<file path="config.mk">
export PLATFORM = sky130hd
export DESIGN_NAME = encp_regbank
export DESIGN_NICKNAME = d
export VERILOG_FILES = /design/src/include/encp_pkg.sv /design/src/include/encp_sync_if.sv /design/src/encp_sync.sv /design/src/encp_regbank.sv
export SDC_FILE = /design/constraint.sdc
export NUM_CORES = 1
export LEC_CHECK = 0
export ABC_AREA = 1
export BUFFER_PORTS_ARGS = -buffer_cell sky130_fd_sc_hd__clkbuf_2
export CORE_MARGIN = 8
export CORE_UTILIZATION = 45
export CTS_CLUSTER_DIAMETER = 200
export DETAILED_ROUTE_END_ITERATION = 7
export PLACE_DENSITY = 0.66
export SLEW_MARGIN = 20
export SYNTH_ARGS = -nofsm -noshare
export SYNTH_HDL_FRONTEND = slang
export SYNTH_SLANG_ARGS = --single-unit
export TNS_END_PERCENT = 50
</file>
<file path="constraint.sdc">
create_clock -name clk -period 8.7 [get_ports clk]
set_clock_uncertainty 0.15 [all_clocks]
set_input_delay 0.87 -clock clk [delete_from_list [all_inputs] [get_ports clk]]
set_output_delay 0.87 -clock clk [all_outputs]
set_load 0.01 [all_outputs]
</file>
<file path="src/include/encp_pkg.sv">
// constants, types and reset values of the echo/noise parameter register bank
package encp_pkg;

	// ----------------------------------------
	// register map
	// ----------------------------------------
	localparam logic [3:0] ENCP_REG_MODE      = 4'h0; // echo_mode_select in bit 0
	localparam logic [3:0] ENCP_REG_COMMIT    = 4'h1; // memory_commit_control
	localparam logic [3:0] ENCP_REG_ADDR_HIGH = 4'h6; // memory_address_high
	localparam logic [3:0] ENCP_REG_ADDR_LOW  = 4'h7; // memory_address_low
	localparam logic [3:0] ENCP_REG_DATA_HIGH = 4'h8; // memory_data_high
	localparam logic [3:0] ENCP_REG_DATA_LOW  = 4'h9; // memory_data_low
	localparam int         ENCP_ECHO_SEL_BIT  = 0;
	localparam int         ENCP_MEM_WR_BIT    = 7;    // memory_write_trigger
	localparam logic [7:0] ENCP_REG_RESET     = 8'h00;

	// ----------------------------------------
	// internal memory addresses
	// ----------------------------------------
	localparam logic [15:0] ENCP_MEM_SINGLE_AC = 16'h009b;
	localparam logic [15:0] ENCP_MEM_DUAL_AC   = 16'h0099;
	localparam logic [15:0] ENCP_MEM_DUAL_LINE = 16'h009a;
	localparam logic [15:0] ENCP_MEM_NC_PAR1   = 16'h01c8;
	localparam logic [15:0] ENCP_MEM_NC_PAR2   = 16'h01c2;

	// ----------------------------------------
	// default delay limits, in samples
	// ----------------------------------------
	localparam int ENCP_SAMPLES_PER_S   = 8000;
	localparam int ENCP_SINGLE_AC_MS    = 59;
	localparam int ENCP_DUAL_AC_MS      = 44;
	localparam int ENCP_DUAL_LINE_MS    = 15;
	localparam logic [15:0] ENCP_SINGLE_AC_DEF = 16'(ENCP_SINGLE_AC_MS * ENCP_SAMPLES_PER_S / 1000);
	localparam logic [15:0] ENCP_DUAL_AC_DEF   = 16'(ENCP_DUAL_AC_MS * ENCP_SAMPLES_PER_S / 1000);
	localparam logic [15:0] ENCP_DUAL_LINE_DEF = 16'(ENCP_DUAL_LINE_MS * ENCP_SAMPLES_PER_S / 1000);
	localparam logic [15:0] ENCP_NC_PAR_DEF    = 16'h0000; // plain default, not overridden

	// ----------------------------------------
	// noise level in tenths of dB, pad step in dB
	// ----------------------------------------
	localparam logic [7:0] ENCP_NL_17_0 = 8'haa;
	localparam logic [7:0] ENCP_NL_13_5 = 8'h87;
	localparam logic [7:0] ENCP_NL_8_0  = 8'h50;
	localparam logic [7:0] ENCP_NL_OFF  = 8'h00;
	localparam logic [4:0] ENCP_PAD_STEP_DB = 5'h06;

	// ----------------------------------------
	// pin synchroniser packing
	// ----------------------------------------
	localparam int ENCP_SYNC_W   = 19;
	localparam int ENCP_SY_ADDR  = 0;  // 4 bits
	localparam int ENCP_SY_DATA  = 4;  // 8 bits
	localparam int ENCP_SY_WRITE = 12;
	localparam int ENCP_SY_STRB  = 13;
	localparam int ENCP_SY_PDN   = 14;
	localparam int ENCP_SY_NOISE = 15; // 2 bits, hi at 16
	localparam int ENCP_SY_PAD   = 17; // 2 bits, hi at 18

	typedef struct packed {
		logic [ENCP_SYNC_W-1:0] s1;
		logic [ENCP_SYNC_W-1:0] s2;
	} encp_sync_s;

	typedef struct packed {
		logic             strobe_prev;
		logic [15:0][7:0] cr;
		logic             commit_pend;
		logic             normal;
		logic [15:0]      dly_single;
		logic [15:0]      dly_dual_ac;
		logic [15:0]      dly_dual_line;
		logic [15:0]      nc_par1;
		logic [15:0]      nc_par2;
		logic             nc_override;
		logic [7:0]       rdata;
		logic [15:0]      ac_dly;
		logic [15:0]      ln_dly;
		logic             line_en;
		logic [7:0]       noise_lvl;
		logic [4:0]       pad_db;
	} encp_state_s;

	localparam encp_state_s ENCP_STATE_RST = '{
		dly_single:    ENCP_SINGLE_AC_DEF,
		dly_dual_ac:   ENCP_DUAL_AC_DEF,
		dly_dual_line: ENCP_DUAL_LINE_DEF,
		nc_par1:       ENCP_NC_PAR_DEF,
		nc_par2:       ENCP_NC_PAR_DEF,
		ac_dly:        ENCP_DUAL_AC_DEF,
		ln_dly:        ENCP_DUAL_LINE_DEF,
		line_en:       1'b1,
		default:       '0
	};

endpackage

</file>
<file path="src/include/encp_sync_if.sv">
// carrier between the pin synchroniser and the register bank
interface encp_sync_if;
	import encp_pkg::*;
	logic [ENCP_SYNC_W-1:0] raw;  // pins as they arrive
	logic [ENCP_SYNC_W-1:0] sync; // pins after two flops
	modport bank (output raw, input sync);
	modport syncer (input raw, output sync);
endinterface

</file>
<file path="src/encp_sync.sv">
// two-flop synchroniser for all asynchronous host pins
module encp_sync import encp_pkg::*; (
	input  wire logic clk,
	input  wire logic rst,
	encp_sync_if.syncer pins
);

	encp_sync_s st_q;
	encp_sync_s st_d;

	// first stage feeds only the second stage
	always_comb begin
		st_d.s1 = pins.raw;
		st_d.s2 = st_q.s1;
	end

	always_ff @(posedge clk or posedge rst) begin
		if (rst) begin
			st_q <= '0;
		end else begin
			st_q <= st_d;
		end
	end

	assign pins.sync = st_q.s2;

endmodule

</file>
<file path="src/encp_regbank.sv">
// control register bank with staged internal parameter memory
module encp_regbank import encp_pkg::*; (
	input  wire logic        clk,
	input  wire logic        rst,
	input  wire logic [3:0]  cr_addr,
	input  wire logic [7:0]  cr_wdata,
	input  wire logic        cr_write,
	input  wire logic        set_strobe,
	input  wire logic        powerdown_reset,
	input  wire logic        noise_level_sel_hi,
	input  wire logic        noise_level_sel_lo,
	input  wire logic        canceller_pad_sel_hi,
	input  wire logic        canceller_pad_sel_lo,
	output logic      [7:0]  cr_rdata,
	output logic             normal_mode,
	output logic             echo_mode_select,
	output logic             line_canceller_en,
	output logic      [15:0] acoustic_delay_limit,
	output logic      [15:0] line_delay_limit,
	output logic      [15:0] noise_param_1,
	output logic      [15:0] noise_param_2,
	output logic             noise_param_override,
	output logic      [7:0]  noise_level_tenth_db,
	output logic      [4:0]  canceller_input_gain,
	output logic      [4:0]  canceller_output_loss
);

	// ----------------------------------------
	// pin synchronisation
	// ----------------------------------------
	encp_sync_if sy ();

	// all pins packed into one synchroniser
	assign sy.raw = {canceller_pad_sel_hi, canceller_pad_sel_lo, noise_level_sel_hi, noise_level_sel_lo,
	                 powerdown_reset, set_strobe, cr_write, cr_wdata, cr_addr};

	encp_sync u_sync (
		.clk  (clk),
		.rst  (rst),
		.pins (sy.syncer)
	);

	logic [3:0]  s_addr;
	logic [7:0]  s_data;
	logic        s_write;
	logic        s_strobe;
	logic        s_pdn;
	logic [1:0]  s_noise;
	logic [1:0]  s_pad;
	logic        acc_edge;
	logic [15:0] mem_addr;
	logic [15:0] mem_data;

	assign s_addr   = sy.sync[ENCP_SY_ADDR +: 4];
	assign s_data   = sy.sync[ENCP_SY_DATA +: 8];
	assign s_write  = sy.sync[ENCP_SY_WRITE];
	assign s_strobe = sy.sync[ENCP_SY_STRB];
	assign s_pdn    = sy.sync[ENCP_SY_PDN];
	assign s_noise  = sy.sync[ENCP_SY_NOISE +: 2];
	assign s_pad    = sy.sync[ENCP_SY_PAD +: 2];

	// ----------------------------------------
	// state
	// ----------------------------------------
	encp_state_s st_q;
	encp_state_s st_d;

	assign acc_edge = s_strobe && !st_q.strobe_prev;
	assign mem_addr = {st_q.cr[ENCP_REG_ADDR_HIGH], st_q.cr[ENCP_REG_ADDR_LOW]};
	assign mem_data = {st_q.cr[ENCP_REG_DATA_HIGH], st_q.cr[ENCP_REG_DATA_LOW]};

	// next-state logic for the whole bank
	always_comb begin
		st_d = st_q;
		st_d.strobe_prev = s_strobe;
		st_d.commit_pend = 1'b0;
		if (s_pdn) begin
			// powerdown clears registers and returns to initial mode
			st_d = ENCP_STATE_RST;
			st_d.strobe_prev = s_strobe;
		end else begin
			// commit copies staged data and self-clears the bit in the same cycle
			if (st_q.commit_pend) begin
				st_d.cr[ENCP_REG_COMMIT][ENCP_MEM_WR_BIT] = 1'b0;
				case (mem_addr)
					ENCP_MEM_SINGLE_AC: st_d.dly_single = mem_data;
					ENCP_MEM_DUAL_AC:   st_d.dly_dual_ac = mem_data;
					ENCP_MEM_DUAL_LINE: st_d.dly_dual_line = mem_data;
					ENCP_MEM_NC_PAR1: begin
						st_d.nc_par1 = mem_data;
						st_d.nc_override = 1'b1;
					end
					ENCP_MEM_NC_PAR2: begin
						st_d.nc_par2 = mem_data;
						st_d.nc_override = 1'b1;
					end
					default: ;
				endcase
			end
			if (acc_edge) begin
				if (s_write) begin
					st_d.cr[s_addr] = s_data;
					if (s_addr == ENCP_REG_COMMIT && s_data[ENCP_MEM_WR_BIT]) begin
						st_d.commit_pend = 1'b1;
					end
					// register 0 write leaves initial mode
					if (s_addr == ENCP_REG_MODE) begin
						st_d.normal = 1'b1;
					end
				end else begin
					// present addressed register; staging registers are write-only
					case (s_addr)
						ENCP_REG_ADDR_HIGH, ENCP_REG_ADDR_LOW,
						ENCP_REG_DATA_HIGH, ENCP_REG_DATA_LOW: st_d.rdata = ENCP_REG_RESET;
						default:                               st_d.rdata = st_q.cr[s_addr];
					endcase
				end
			end
		end
		// active delay limits by echo mode
		if (st_q.cr[ENCP_REG_MODE][ENCP_ECHO_SEL_BIT]) begin
			st_d.ac_dly  = st_q.dly_single;
			st_d.ln_dly  = '0;
			st_d.line_en = 1'b0;
		end else begin
			st_d.ac_dly  = st_q.dly_dual_ac;
			st_d.ln_dly  = st_q.dly_dual_line;
			st_d.line_en = 1'b1;
		end
		case (s_noise)
			2'b00:   st_d.noise_lvl = ENCP_NL_17_0;
			2'b11:   st_d.noise_lvl = ENCP_NL_13_5;
			2'b10:   st_d.noise_lvl = ENCP_NL_8_0;
			default: st_d.noise_lvl = ENCP_NL_OFF;
		endcase
		// pad gain in 6 dB steps
		st_d.pad_db = 5'(s_pad * ENCP_PAD_STEP_DB);
	end

	// state register
	always_ff @(posedge clk or posedge rst) begin
		if (rst) begin
			st_q <= ENCP_STATE_RST;
		end else begin
			st_q <= st_d;
		end
	end

	// ----------------------------------------
	// outputs, all from flops
	// ----------------------------------------
	assign cr_rdata              = st_q.rdata;
	assign normal_mode           = st_q.normal;
	assign echo_mode_select      = st_q.cr[ENCP_REG_MODE][ENCP_ECHO_SEL_BIT];
	assign line_canceller_en     = st_q.line_en;
	assign acoustic_delay_limit  = st_q.ac_dly;
	assign line_delay_limit      = st_q.ln_dly;
	assign noise_param_1         = st_q.nc_par1;
	assign noise_param_2         = st_q.nc_par2;
	assign noise_param_override  = st_q.nc_override;
	assign noise_level_tenth_db  = st_q.noise_lvl;
	assign canceller_input_gain  = st_q.pad_db;
	assign canceller_output_loss = st_q.pad_db;

	// ----------------------------------------
	// checks
	// ----------------------------------------
	AST_WRITE_STORES: assert property (@(posedge clk) disable iff (rst)
		(acc_edge && s_write && !s_pdn && s_addr != ENCP_REG_COMMIT) |=> st_q.cr[$past(s_addr)] == $past(s_data))
		else $error("write did not store data");

	AST_READ_SHOWS: assert property (@(posedge clk) disable iff (rst)
		(acc_edge && !s_write && !s_pdn && s_addr inside {[4'h0:4'h5], [4'ha:4'hf]})
		|=> cr_rdata == $past(st_q.cr[s_addr]))
		else $error("read did not present register");

	AST_HOLD: assert property (@(posedge clk) disable iff (rst)
		(!acc_edge && !s_pdn && !st_q.commit_pend) |=> $stable(st_q.cr))
		else $error("register changed without write or powerdown");

	AST_COMMIT_CLEAR: assert property (@(posedge clk) disable iff (rst)
		(acc_edge && s_write && !s_pdn && s_addr == ENCP_REG_COMMIT && s_data[ENCP_MEM_WR_BIT])
		|=> st_q.commit_pend ##1 !st_q.cr[ENCP_REG_COMMIT][ENCP_MEM_WR_BIT])
		else $error("commit bit did not self-clear");

	AST_SINGLE_MEM: assert property (@(posedge clk) disable iff (rst)
		(st_q.commit_pend && !s_pdn && mem_addr == ENCP_MEM_SINGLE_AC) |=> st_q.dly_single == $past(mem_data))
		else $error("single delay limit not committed");

	AST_NC_MEM: assert property (@(posedge clk) disable iff (rst)
		(st_q.commit_pend && !s_pdn && mem_addr == ENCP_MEM_NC_PAR1) |=> noise_param_1 == $past(mem_data))
		else $error("noise parameter not committed");

	AST_SINGLE_MODE: assert property (@(posedge clk) disable iff (rst)
		echo_mode_select |=> (!line_canceller_en && line_delay_limit == '0
		&& acoustic_delay_limit == $past(st_q.dly_single)))
		else $error("single mode outputs wrong");

	AST_DUAL_MODE: assert property (@(posedge clk) disable iff (rst)
		(s_pdn ##1 !echo_mode_select) |=> (line_canceller_en && acoustic_delay_limit == ENCP_DUAL_AC_DEF
		&& line_delay_limit == ENCP_DUAL_LINE_DEF))
		else $error("dual mode defaults wrong");

	AST_NORMAL: assert property (@(posedge clk) disable iff (rst)
		(acc_edge && s_write && !s_pdn && s_addr == ENCP_REG_MODE) |=> normal_mode)
		else $error("normal mode not entered");

	AST_PDN_INIT: assert property (@(posedge clk) disable iff (rst)
		s_pdn |=> !normal_mode && st_q.dly_single == ENCP_SINGLE_AC_DEF)
		else $error("powerdown did not restore initial mode");

	AST_ONE_ACCESS: assert property (@(posedge clk) disable iff (rst)
		(s_strobe && st_q.strobe_prev && !s_pdn && !st_q.commit_pend) |=> ($stable(st_q.cr) && $stable(cr_rdata)))
		else $error("held strobe gave another access");

	AST_NOISE: assert property (@(posedge clk) disable iff (rst)
		(s_noise == 2'b10) |=> noise_level_tenth_db == ENCP_NL_8_0)
		else $error("noise level decode wrong");

	AST_PAD: assert property (@(posedge clk) disable iff (rst)
		(s_pad == 2'b11) |=> (canceller_input_gain == 5'h12 && canceller_output_loss == 5'h12))
		else $error("pad gain decode wrong");

endmodule

</file>
* Word level (Yosys, flattened, before mapping)
Cells that the tools add are included.
** Word-level totals
- Register bits :: 303
- Latch bits :: 0
- Memory bits (writable) :: 0
- Memory bits (read-only) :: 0
- Bits of input ports :: 21
- Output and inout port bits :: 94
- Memories :: 0
** Cells by class
- Add/subtract/negate cells :: 0
- $mul :: 1
- Div/mod/pow operators :: 0
- $lt $le $gt $ge :: 2
- Equal/unequal tests :: 13
- Shifts and indexed selects :: 0
- Mux-type cells :: 24
- Bitwise logic cells :: 0
- Reductions and logical operators :: 27
** Operators by type and width (number)
- 130-bit 2-to-1 mux :: 2
- 219-bit 2-to-1 mux :: 1
- 128-bit bitwise mux :: 1
- 81-bit 2-to-1 mux :: 1
- 16-bit 2-to-1 mux :: 5
- 16-bit by 8-bit == test with 1-bit output (second input constant) :: 3
- 8-bit 2-to-1 mux :: 5
- 33-bit 2-to-1 mux :: 1
- 8-bit binary-select mux with 4-bit select :: 1
- 8-bit demux with 4-bit select :: 1
- 16-bit by 9-bit == test with 1-bit output (second input constant) :: 2
- 8-bit one-hot mux with 3 select lines :: 1
- 2-bit nonzero test :: 10
- 2-bit AND reduction :: 8
- 4-bit by 3-bit == test with 1-bit output (second input constant) :: 2
- 4-bit == test (second input constant) :: 2
- 4-bit by 5-bit < comparator with 1-bit output (second input constant) :: 1
- 1-bit 2-to-1 mux :: 5
- 2-bit == test (second input constant) :: 2
- 4-bit by 1-bit == test with 1-bit output (second input constant) :: 1
- 4-bit by 1-bit >= comparator with 1-bit output (second input constant) :: 1
- 4-bit logical NOT :: 1
- 2-bit by 2-bit multiplier with 4-bit output (second input constant) :: 1
- 4-bit OR reduction :: 1
- 6 further kinds :: 8

* Depth between registers and ports, before layout
Gate-level depths: netlist of run 1.
- Word-level depth :: 8
- Depth in mapped cells :: 11
- Depth with buffers taken out :: 9

* By module
From an unflattened synthesis of run 1, not the netlist that was laid out.
** Second synthesis, totals
- Cells, all modules :: 1488
- Area total of the unflattened synthesis :: 13317.8 um^2
** Modules (own cells, without submodules)
- encp_regbank :: instances 1, cells an instance 1449, area each 12363.1 um^2, seq. area each 6556.3 um^2
- encp_sync :: instances 1, cells an instance 39, area each 954.7 um^2, seq. area each 950.9 um^2

* Worst setup path after synthesis of run 1
OpenSTA, ideal clock, no wires.
- Path type :: flip-flop to output port
- Start point :: reg st_q, in the netlist acoustic_delay_limit[5]
- End point :: out acoustic_delay_limit[5]
- Data arrival time :: 0.594 ns
- Setup slack :: 7.086 ns
- Cell stages (with the launch flop) :: 2
- Path through :: dfstp_2 -> buf_4
** RTL lines
- start: declaration :: RTL line encp_regbank.sv:65 : encp_state_s st_q;
- start signal: assignment :: RTL line encp_regbank.sv:145 : st_q <= st_d;
- end: declaration :: RTL line encp_regbank.sv:18 : output logic [15:0] acoustic_delay_limit,
No word-level cell between the ends.

* Worst setup path in the final report of run 1
- Start point :: reg u_sync.st_q, in the netlist u_sync.pins.sync[14]
- End point :: reg st_q[96] (netlist name)
** On the way
- Cells in the longest elaborated chain, start to end :: 2
- Elaborated cells on any way between the ends :: 4
** Ends and longest elaborated chain
- start: declaration :: RTL line encp_sync.sv:8 : encp_sync_s st_q;
- start signal: assignment :: RTL line encp_sync.sv:21 : st_q <= st_d;
- 2-bit nonzero test (no source line)
- 2-bit AND reduction (no source line)
Several ways; a longest one is shown, not always the timed one.
A chain may end at the register's enable or synchronous reset.

==> impl_results.md, run 1 <==
* Outcome: completed
* Most common cell after layout, fill and taps aside: nand2_1
* Die width at roughly 190 um
* Final Power at 3.02 mW
* Fin nets at 1478
* Post-Synthesis Cells at between 1000 and 1500
* Fin crit period at approximately 3000 ps
* Final Hold Vio Count at 0
* Met3 Usage GRT at roughly 3.6%
* Crit path largest cell delay at 780 ps
* Startpoint Class: register
* Share of cells above drive strength 1 at between 10% and 20%
* Fill count at between 2000 and 3000
* Achievable frequency at roughly 320 MHz
* CTS buffer count at 34
* Post-CTS Hold Buffers at 0
* Synthesized area per cell at 9.08 sq um
* Post-synthesis register bit count at 299
* Gr busiest metal: met2
* Sw power at 688 uW
* Post-synthesis cell type count at 33
* All-layer global routing usage at between 15 and 20%
* Yosys top cell by area: dfrtp_1
* Static Leak at 6.96 nW
* FP Rows at 62
* Largest cells by area after synthesis: dfrtp_1, nand2_1, buf_4
* Slew @ Worst Pin at 932 ps
* Kind of cell adding the most delay to the critical path: buffers and inverters
* Final antenna-violating net count at 0
* Slew headroom at 37.9%
* Synthesis Warnings at 0
* Critical path type: register to register
* RSZ-0062 raised after global routing: no
* Post-CTS sizing at 0
* Final wirelength at 32300 um
* PD cells at 209 mW/mm^2
* DRC Markers at 0
* Area growth, synth to finish at 9.91%
* Initial antenna violation count at 0
* Maxcap violations at 0
* WL/cell at between 15 and 20 um
* CP Capture Type: register
* Final setup violation count at 0
* Clock sinks at 299
* Initial Utilization at between 40% and 50%
* Global route overflow at 0
* Final non-filler cell area at 0.0144 sq mm
* Worst-Skew Late Latency at 530 ps
* Largest net degree at the start of global routing at 174
* Placed inst area at 0.0133 sq mm
* N_diodes at 0
* Slowest CP cell: buf_4
* GR Util met2 at 29.9%
* Crit path required time at 8970 ps
* DRT iter0 DRCs at 977
* Final period utilization at 35.4%
* Clock share of power at between 40% and 50%
* Synthesized area at 0.0131 sq mm
* Slew Limit Fails at 0
* Vias at between 9000 and 10000
* First-pass DRT Iterations at 5
* Crit-path cells: clkinv_2 -> buf_4 -> nand2_1 -> o21ai_0
* Number of global-route vias before repair at 9483
* Met1 usage at 24.6%
* Internal power at 2.33 mW
* Vias per cell at 5.19
* Switching part of the total at 22.8%
* H-tree levels at 2
* Sequential share of the synthesized area at 57.2%
* CP max FO at 82
* Non-filler cells, final at approximately 1900
* Post-CTS setup buffers at 0
* Vert. Die Dim at approximately 190 um
* First-pass GRT wire length at 52200 um
* Input/output buffers at 112
* Setup TNS at 0 ps
* CP bufs+invs at 2
* Seq pwr share at 47.4%
* Worst EP arrival at 3360 ps
* Clock-pin slew on the worst setup and hold paths at about 60 ps
* I/O pin total at 115
* Placed Cells at 1800
* GPL Wtd Cong at 0.889
* HP Class: register to register
* Max IR drop VDD at around 0.18 mV
* Synth top area share at 53.2%
* Root Driver: clkbuf_16
* Max clock buf depth at 3
* Comb power frac at 4.4%
* Core area at approximately 0.029 sq mm
* CTS tree: built
* Die area at around 0.035 sq mm
* Post-DP HPWL at 20800 um
* Most frequent cells in the layout: nand2_1, dfrtp_1, inv_1, o22ai_1, clkbuf_2
[flip-flops by register name (all words and copies together) (netlist names)]
| register | flops |
|---|---|
| acoustic_delay_limit | 16 |
| canceller_input_gain | 4 |
| cr_rdata | 8 |
| echo_mode_select | 1 |
| line_canceller_en | 1 |
| line_delay_limit | 16 |
| mem_addr | 16 |
| mem_data | 16 |
| noise_level_tenth_db | 4 |
| noise_param_1 | 16 |
| noise_param_2 | 16 |
| noise_param_override | 1 |
| normal_mode | 1 |
| st_q | 145 |
| u_sync.pins.sync | 19 |
| u_sync.st_d | 19 |
[through the flow]
| step | hold slack [ps] | util (%) | setup WS (ps) |
|---|---|---|---|
| after floorplan | 181 | - | 3720 |
| after global placement | 181 | 46.2 | 5690 |
| after detailed placement | 185 | 46.2 | 5650 |
| after CTS | 180 | 50.3 | 5620 |
| after global routing | 193 | 50.3 | 5380 |
| final | 181 | 50.3 | 5620 |
[power by group through the flow]
stage	Combinational, mW	Sequential [mW]	Clock, mW
finish	0.132	1.43	1.46
global route	0.148	1.43	1.54
CTS	0.134	1.43	1.48
detailed placement	0.134	1.46	0
global placement	0.134	1.45	0
floorplan	0.105	1.45	0
[worst paths after layout]
path / startpoint / endpoint / slack, ps / cells after the start
max reg2reg: u_sync.pins.sync[14] / st_q[96] / 5620 / 4
min reg2reg: u_sync.st_d[12] / u_sync.pins.sync[12] / 180 / 0
max: u_sync.pins.sync[14] / st_q[96] / 5620 / 4
max in group asynchronous: rst / st_q[138] / 6470 / 4
min in group asynchronous: rst / u_sync.pins.sync[0] / 480 / 3
min: u_sync.st_d[12] / u_sync.pins.sync[12] / 180 / 0
[cell families (layout without fill, tap and decap cells)]
logic type                 Yosys count  after routing  synth area share (%)
and+or+nand+nor                    543            543                  17.7
buffers and inverters              335            365                  12.7
DFF                                299            299                  57.2
other                                1              2                0.0286
adders and majority gates            5              5                 0.476
AOI/OAI and AO/OA                  264            264                  11.9
[cell type report]
| cell class | count | area, sq um | area share (%) |
|---|---|---|---|
| Sequential cell | 299 | 7510 | 52.0 |
| Multi-Input combinational cell | 814 | 3960 | 27.4 |
| Clock buffer | 48 | 983 | 6.81 |
| Inverter | 182 | 688 | 4.77 |
| Timing Repair Buffer | 121 | 641 | 4.44 |
| Tap cell | 384 | 480 | 3.33 |
| Clock inverter | 14 | 173 | 1.20 |
[routing by layer]
metal	routed length [um]	part of all wire, %
met1	13700	42
met2	15600	48
met3	2370	7.3
met4	645	2.0
met5	0	0
[cells in the mapped netlist (all sizes together)]
cell,instances
clkbuf,15
a21oi,2
conb,1
o22ai,112
nand3,82
dfrtp,279
nand2,399
nand4,5
buf,138
dfstp,20
nor3,5
inv,181
clkinv,1
nor2,52
a31o,1
o21ai,149
ha,5
(Power assumes the default switching activity.)
==> run 2: changes to the inputs <==
PLACE_DENSITY = 0.64   (was 0.66)
clock period = 2.9 ns   (was 8.7 ns; I/O delays follow)
==> impl_results.md, run 2 (synthesis gave the netlist of run 1 again) <==
* Kind of cell adding the most delay to the critical path: simple AND/OR/NAND/NOR gates
* WL/cell at 17.2 um
* Comb power frac at 4.8%
* WL met3 at around 1700 um
* Vert. Die Dim at between 150 and 200 um
* Static Leak at 7.08 nW
* Number of global-route vias before repair at 9554
* Final period utilization at roughly 81%
* Final antenna-violating net count at 0
* Highest metal layer with signal wires: met4
* Most common cell after layout, fill and taps aside: nand2_1
* Achievable frequency at 428 MHz
* Clock share of power at 46.9%
* Fin crit period at between 2000 and 2500 ps
* Most frequent cells in the layout: nand2_1, dfrtp_1, inv_1, o22ai_1, clkbuf_2
* Sw power at 2.01 mW
* DRT iter0 DRCs at around 800
* CTS buffer count at 31
* Critical register-to-register path endpoint: noise_param_1[2]
* Vias at 9637
* Worst path depth at 5
* M1 wire length at 14800 um
* All-layer global routing usage at between 10% and 20%
* Seq pwr share at 48.3%
* Slew @ Worst Pin at 709 ps
* Non-filler cells, final at between 1500 and 2000
* Worst r2r path cells at 5
* CP Launch Point: u_sync.pins.sync[14]
* First-pass GRT wire length at 53100 um
* Switching part of the total at 22.6%
* RSZ-0062 raised after global routing: no
* Maxcap violations at 0
* Placed inst area at 0.0134 sq mm
* Max IR drop VDD at 0.420 mV
* Clock sinks at 299
* Critical path type: register to register
* Post-CTS Hold Buffers at 20
* GPL Wtd Cong at 0.893
* Crit path largest cell delay at roughly 800 ps
* Worst EP arrival at 2610 ps
* Input/output buffers at 112
* Root Driver: clkbuf_16
* CP max FO at 33
* Vias per cell at 5.10
* R2r setup slk at 560 ps
* Initial antenna violation count at 0
* Internal power at 6.89 mW
* Die width at between 150 and 200 um
* Slew Limit Fails at 0
* Worst flop-to-flop path startpoint: u_sync.pins.sync[14]
* Worst-Skew Late Latency at 570 ps
* Post-CTS sizing at 0
* Final setup violation count at 0
* Largest net degree at the start of global routing at 93
* Global route overflow at 0
* Final hold slack at 159 ps
* Slowest CP cell: dfrtp_1
* Startpoint Class: register
* HP Class: input port to async pin
* H-tree levels at 1
* First-pass DRT Iterations at 5
* Final wirelength at about 32000 um
* Slew headroom at 52.7%
* Crit-path cells: nor2_4 -> nor3_2 -> nand3_2 -> nand3_1 -> o21ai_1
* Top reg by flops: st_q
* Initial Utilization at a little under half
* FP Rows at 62
* DRC Markers at 0
* Share of cells above drive strength 1 at roughly 17%
* Post-CTS setup buffers at 0
* N_diodes at 0
* CP bufs+invs at 0
* I/O pin total at 115
* Crit path required time at 3170 ps
* Max clock buf depth at 3
* Final non-filler cell area at 0.0147 sq mm
* Core area at 0.0287 sq mm
* CTS tree: built
* Fin nets at 1505
* Final Hold Vio Count at 0
* WL met2 at 15200 um
* Largest register FFs at 145
* Clock-pin slew on the worst setup and hold paths at 70 ps
* Placed Cells at roughly 1800
* Post-DP HPWL at roughly 21000 um
* Outcome: completed
* CP Capture Type: register
* Area growth, synth to finish at 11.9%
* Crit path to: noise_param_1[2]
* PD cells at between 600 and 700 mW/mm^2
* Final Util at 51.2%
* Die area at 0.0349 sq mm
[run 2: changes by cell type in the layout (fill, tap and decap cells not counted), sizes merged]
cell	before	now
dlygate4sd3	0	20
buf	9	19
inv	182	180
clkbuf	160	159
clkinvlp	3	2
[run 2: tightest hold or removal path, delay by kind of cell]
kind     cells  cell delay [ps]
buf+inv      3             1040
[run 2: worst min path at each step]
stage	start	to	slack, ps	cells past startpoint
after global placement	u_sync.st_d[13]	u_sync.pins.sync[13]	180	0
after floorplan	cr_addr[0]	u_sync.st_d[0]	170	0
after CTS	rst	u_sync.pins.sync[1]	150	3
after detailed placement	u_sync.st_d[18]	u_sync.pins.sync[18]	190	0
final	rst	u_sync.pins.sync[1]	160	3
after global routing	cr_wdata[2]	u_sync.st_d[6]	200	2
[run 2: power by group through the flow]
| stage | Sequential, mW | Combinational, mW | Clock [mW] |
|---|---|---|---|
| 2_1_floorplan | 4.36 | 0.316 | 0 |
| 3_3_place_gp | 4.37 | 0.407 | 0 |
| 3_5_place_dp | 4.37 | 0.411 | 0 |
| 4_1_cts | 4.30 | 0.433 | 4.26 |
| 5_1_grt | 4.30 | 0.477 | 4.43 |
| 6_report | 4.30 | 0.427 | 4.17 |
[run 2: cell type report]
type / instances / area, sq um
flip-flops and latches: 299 / 7510
well taps: 384 / 480
clock inverters: 11 / 151
repair buffers: 151 / 966
fillers: 2744 / 14000
multi-input cells: 814 / 3960
clock buffers: 47 / 946
inverters: 182 / 688
[run 2: metrics by stage]
stage	power (mW)	setup slack, ps	setup TNS [ps]
2_1_floorplan	4.67	-1500	-426300
3_3_place_gp	4.78	626	0
3_5_place_dp	4.78	593	0
4_1_cts	8.99	569	0
5_1_grt	9.21	393	0
6_report	8.89	564	0
[run 2: layer usage]
layer / vias up / GRT usage, %
li1: 4629 / -
met1: 4660 / 25.5
met2: 295 / 29.9
met3: 53 / 3.23
met4: 0 / 4.61
met5: - / 0
==> run 3: changes to the inputs <==
PLACE_DENSITY = 0.66   (was 0.64)
clock period = 1.9 ns   (was 2.9 ns; I/O delays follow)
==> impl_results.md, run 3 (synthesis gave the netlist of run 1 again) <==
* Kind of cell adding the most delay to the critical path: flip-flops
* Global route overflow at 0
* Crit path largest cell delay at roughly 430 ps
* Final Hold Vio Count at 0
* Final non-filler cell area at 0.0151 sq mm
* Gr busiest metal: met2
* N_diodes at 0
* Clock-pin slew on the worst setup and hold paths at 60 ps
* Final Util at 52.7%
* Fin crit period at 1800 ps
* Outcome: completed
* Static Leak at 7.30 nW
* Initial Utilization at 45.8%
* DRT iter0 DRCs at 1072
* WL/cell at roughly 17 um
* Vias at 9933
* Initial antenna violation count at 0
* CP bufs+invs at 3
* GPL Wtd Cong at 0.925
* Root Driver: clkbuf_16
* Largest net degree at the start of global routing at 67
* Placed inst area at 0.0137 sq mm
* FP Rows at 62
* Crit-path cells: inv_2 -> nor2_1 -> inv_1 -> nor2_1 -> inv_2 -> o21ai_4 -> o22ai_1
* DRC Markers at 0
* Worst-Skew Late Latency at 520 ps
* CP max FO at 9
* CTS buffer count at 34
* Fin nets at ~1500
* CTS tree: built
* Final antenna-violating net count at 0
* Die area at ~0.035 sq mm
* Final setup violation count at 0
* Most common cell after layout, fill and taps aside: nand2_1
* HP Class: input port to async pin
* H-tree levels at 2
* Slowest CP cell: dfrtp_1
* Startpoint Class: register
* Maxcap violations at 0
* First-pass DRT Iterations at 5
* Dpl ws at 35.8 ps
* Clock sinks at 299
* Fin worst setup slack at 97.2 ps
* Final period utilization at a little over nine tenths
* Met1 usage at between 20 and 30%
* Achievable frequency at 555 MHz
* Core area at 0.0287 sq mm
* Post-DP HPWL at 22500 um
* Slew Limit Fails at 0
* First-pass GRT wire length at 53800 um
* Worst EP arrival at about 2000 ps
* Share of cells above drive strength 1 at between 10% and 20%
* Critical path type: register to register
* Vias per cell at 5.18
* Largest register FFs at approximately 150
* Area growth, synth to finish at 15.1%
* Most frequent cells in the layout: nand2_1, dfrtp_1, inv_1, o22ai_1, clkbuf_2
* Final wirelength at 33400 um
* CP Capture Type: register
* All-layer global routing usage at 18.9%
* Crit path required time at 2120 ps
* Placed Cells at 1838
* Met3 Usage GRT at 3.65%
* Top reg by flops: st_q
* Die width at 187 um
* PD cells at 926 mW/mm^2
* I/O pin total at around 120
* Vert. Die Dim at 187 um
* Fill count at 2635
* Non-filler cells, final at roughly 1900
* Max clock buf depth at 3
* GR Util met2 at between 30 and 40%
* Number of global-route vias before repair at roughly 9800
* Input/output buffers at 112
* Max IR drop VDD at 0.694 mV
==> run 3: tightest hold or removal path, stage by stage <==
cell	delay, ps
dlygate4sd3_1	530
clkbuf_2	120
clkinvlp_4	100
buf_12	230
==> run 3: final cells by class <==
| class | count | area [sq um] | area share, % |
|---|---|---|---|
| flip-flops and latches | 299 | 7510 | 49.7 |
| multi-input cells | 814 | 3970 | 26.3 |
| repair buffers | 179 | 1300 | 8.61 |
| clock buffers | 44 | 960 | 6.35 |
| inverters | 182 | 689 | 4.56 |
| well taps | 384 | 480 | 3.18 |
| clock inverters | 16 | 201 | 1.33 |
==> run 3: per-stage QoR <==
stage	hold WS (ps)	power, mW	TNS (ps)
3_3_place_gp	145	7.34	0
2_1_floorplan	71.4	7.14	-695400
6_report	166	14.0	0
3_5_place_dp	150	7.35	0
5_1_grt	162	14.5	-33.2
4_1_cts	156	14.1	0
==> run 3: repair_timing <==
action | in CTS | in global routing
resized for setup | 0 | 6
setup endpoints to repair | 0 | 54
hold endpoints to repair | 298 | 0
setup buffers | 0 | 0
hold buffers | 20 | 0
==> run 3: per-layer routing <==
layer  share of wire [%]  up-vias
met5                   0        -
met4                 2.7        0
met3                 5.7       62
met2                  47      330
met1                  45     4852
li1                    -     4689
==> run 3: path summary, 6_finish.rpt <==
kind | start | endpoint | slack, ps | depth (start not counted)
max | u_sync.pins.sync[3] | st_q[228] | 100 | 7
min | rst | st_q[253] | 170 | 4
max reg2reg | u_sync.pins.sync[3] | st_q[228] | 100 | 7
min reg2reg | u_sync.st_d[18] | u_sync.pins.sync[18] | 200 | 0
max in group asynchronous | rst | noise_level_tenth_db[1] | 810 | 5
min in group clk | cr_wdata[7] | u_sync.st_d[11] | 170 | 2
==> run 3: report_power, final <==
part,total [mW],internal (mW),switching [mW]
Combinational,0.718,0.217,0.501
Sequential,6.55,6.50,0.0546
Clock,6.72,4.13,2.59
Total,14.0,10.8,3.14
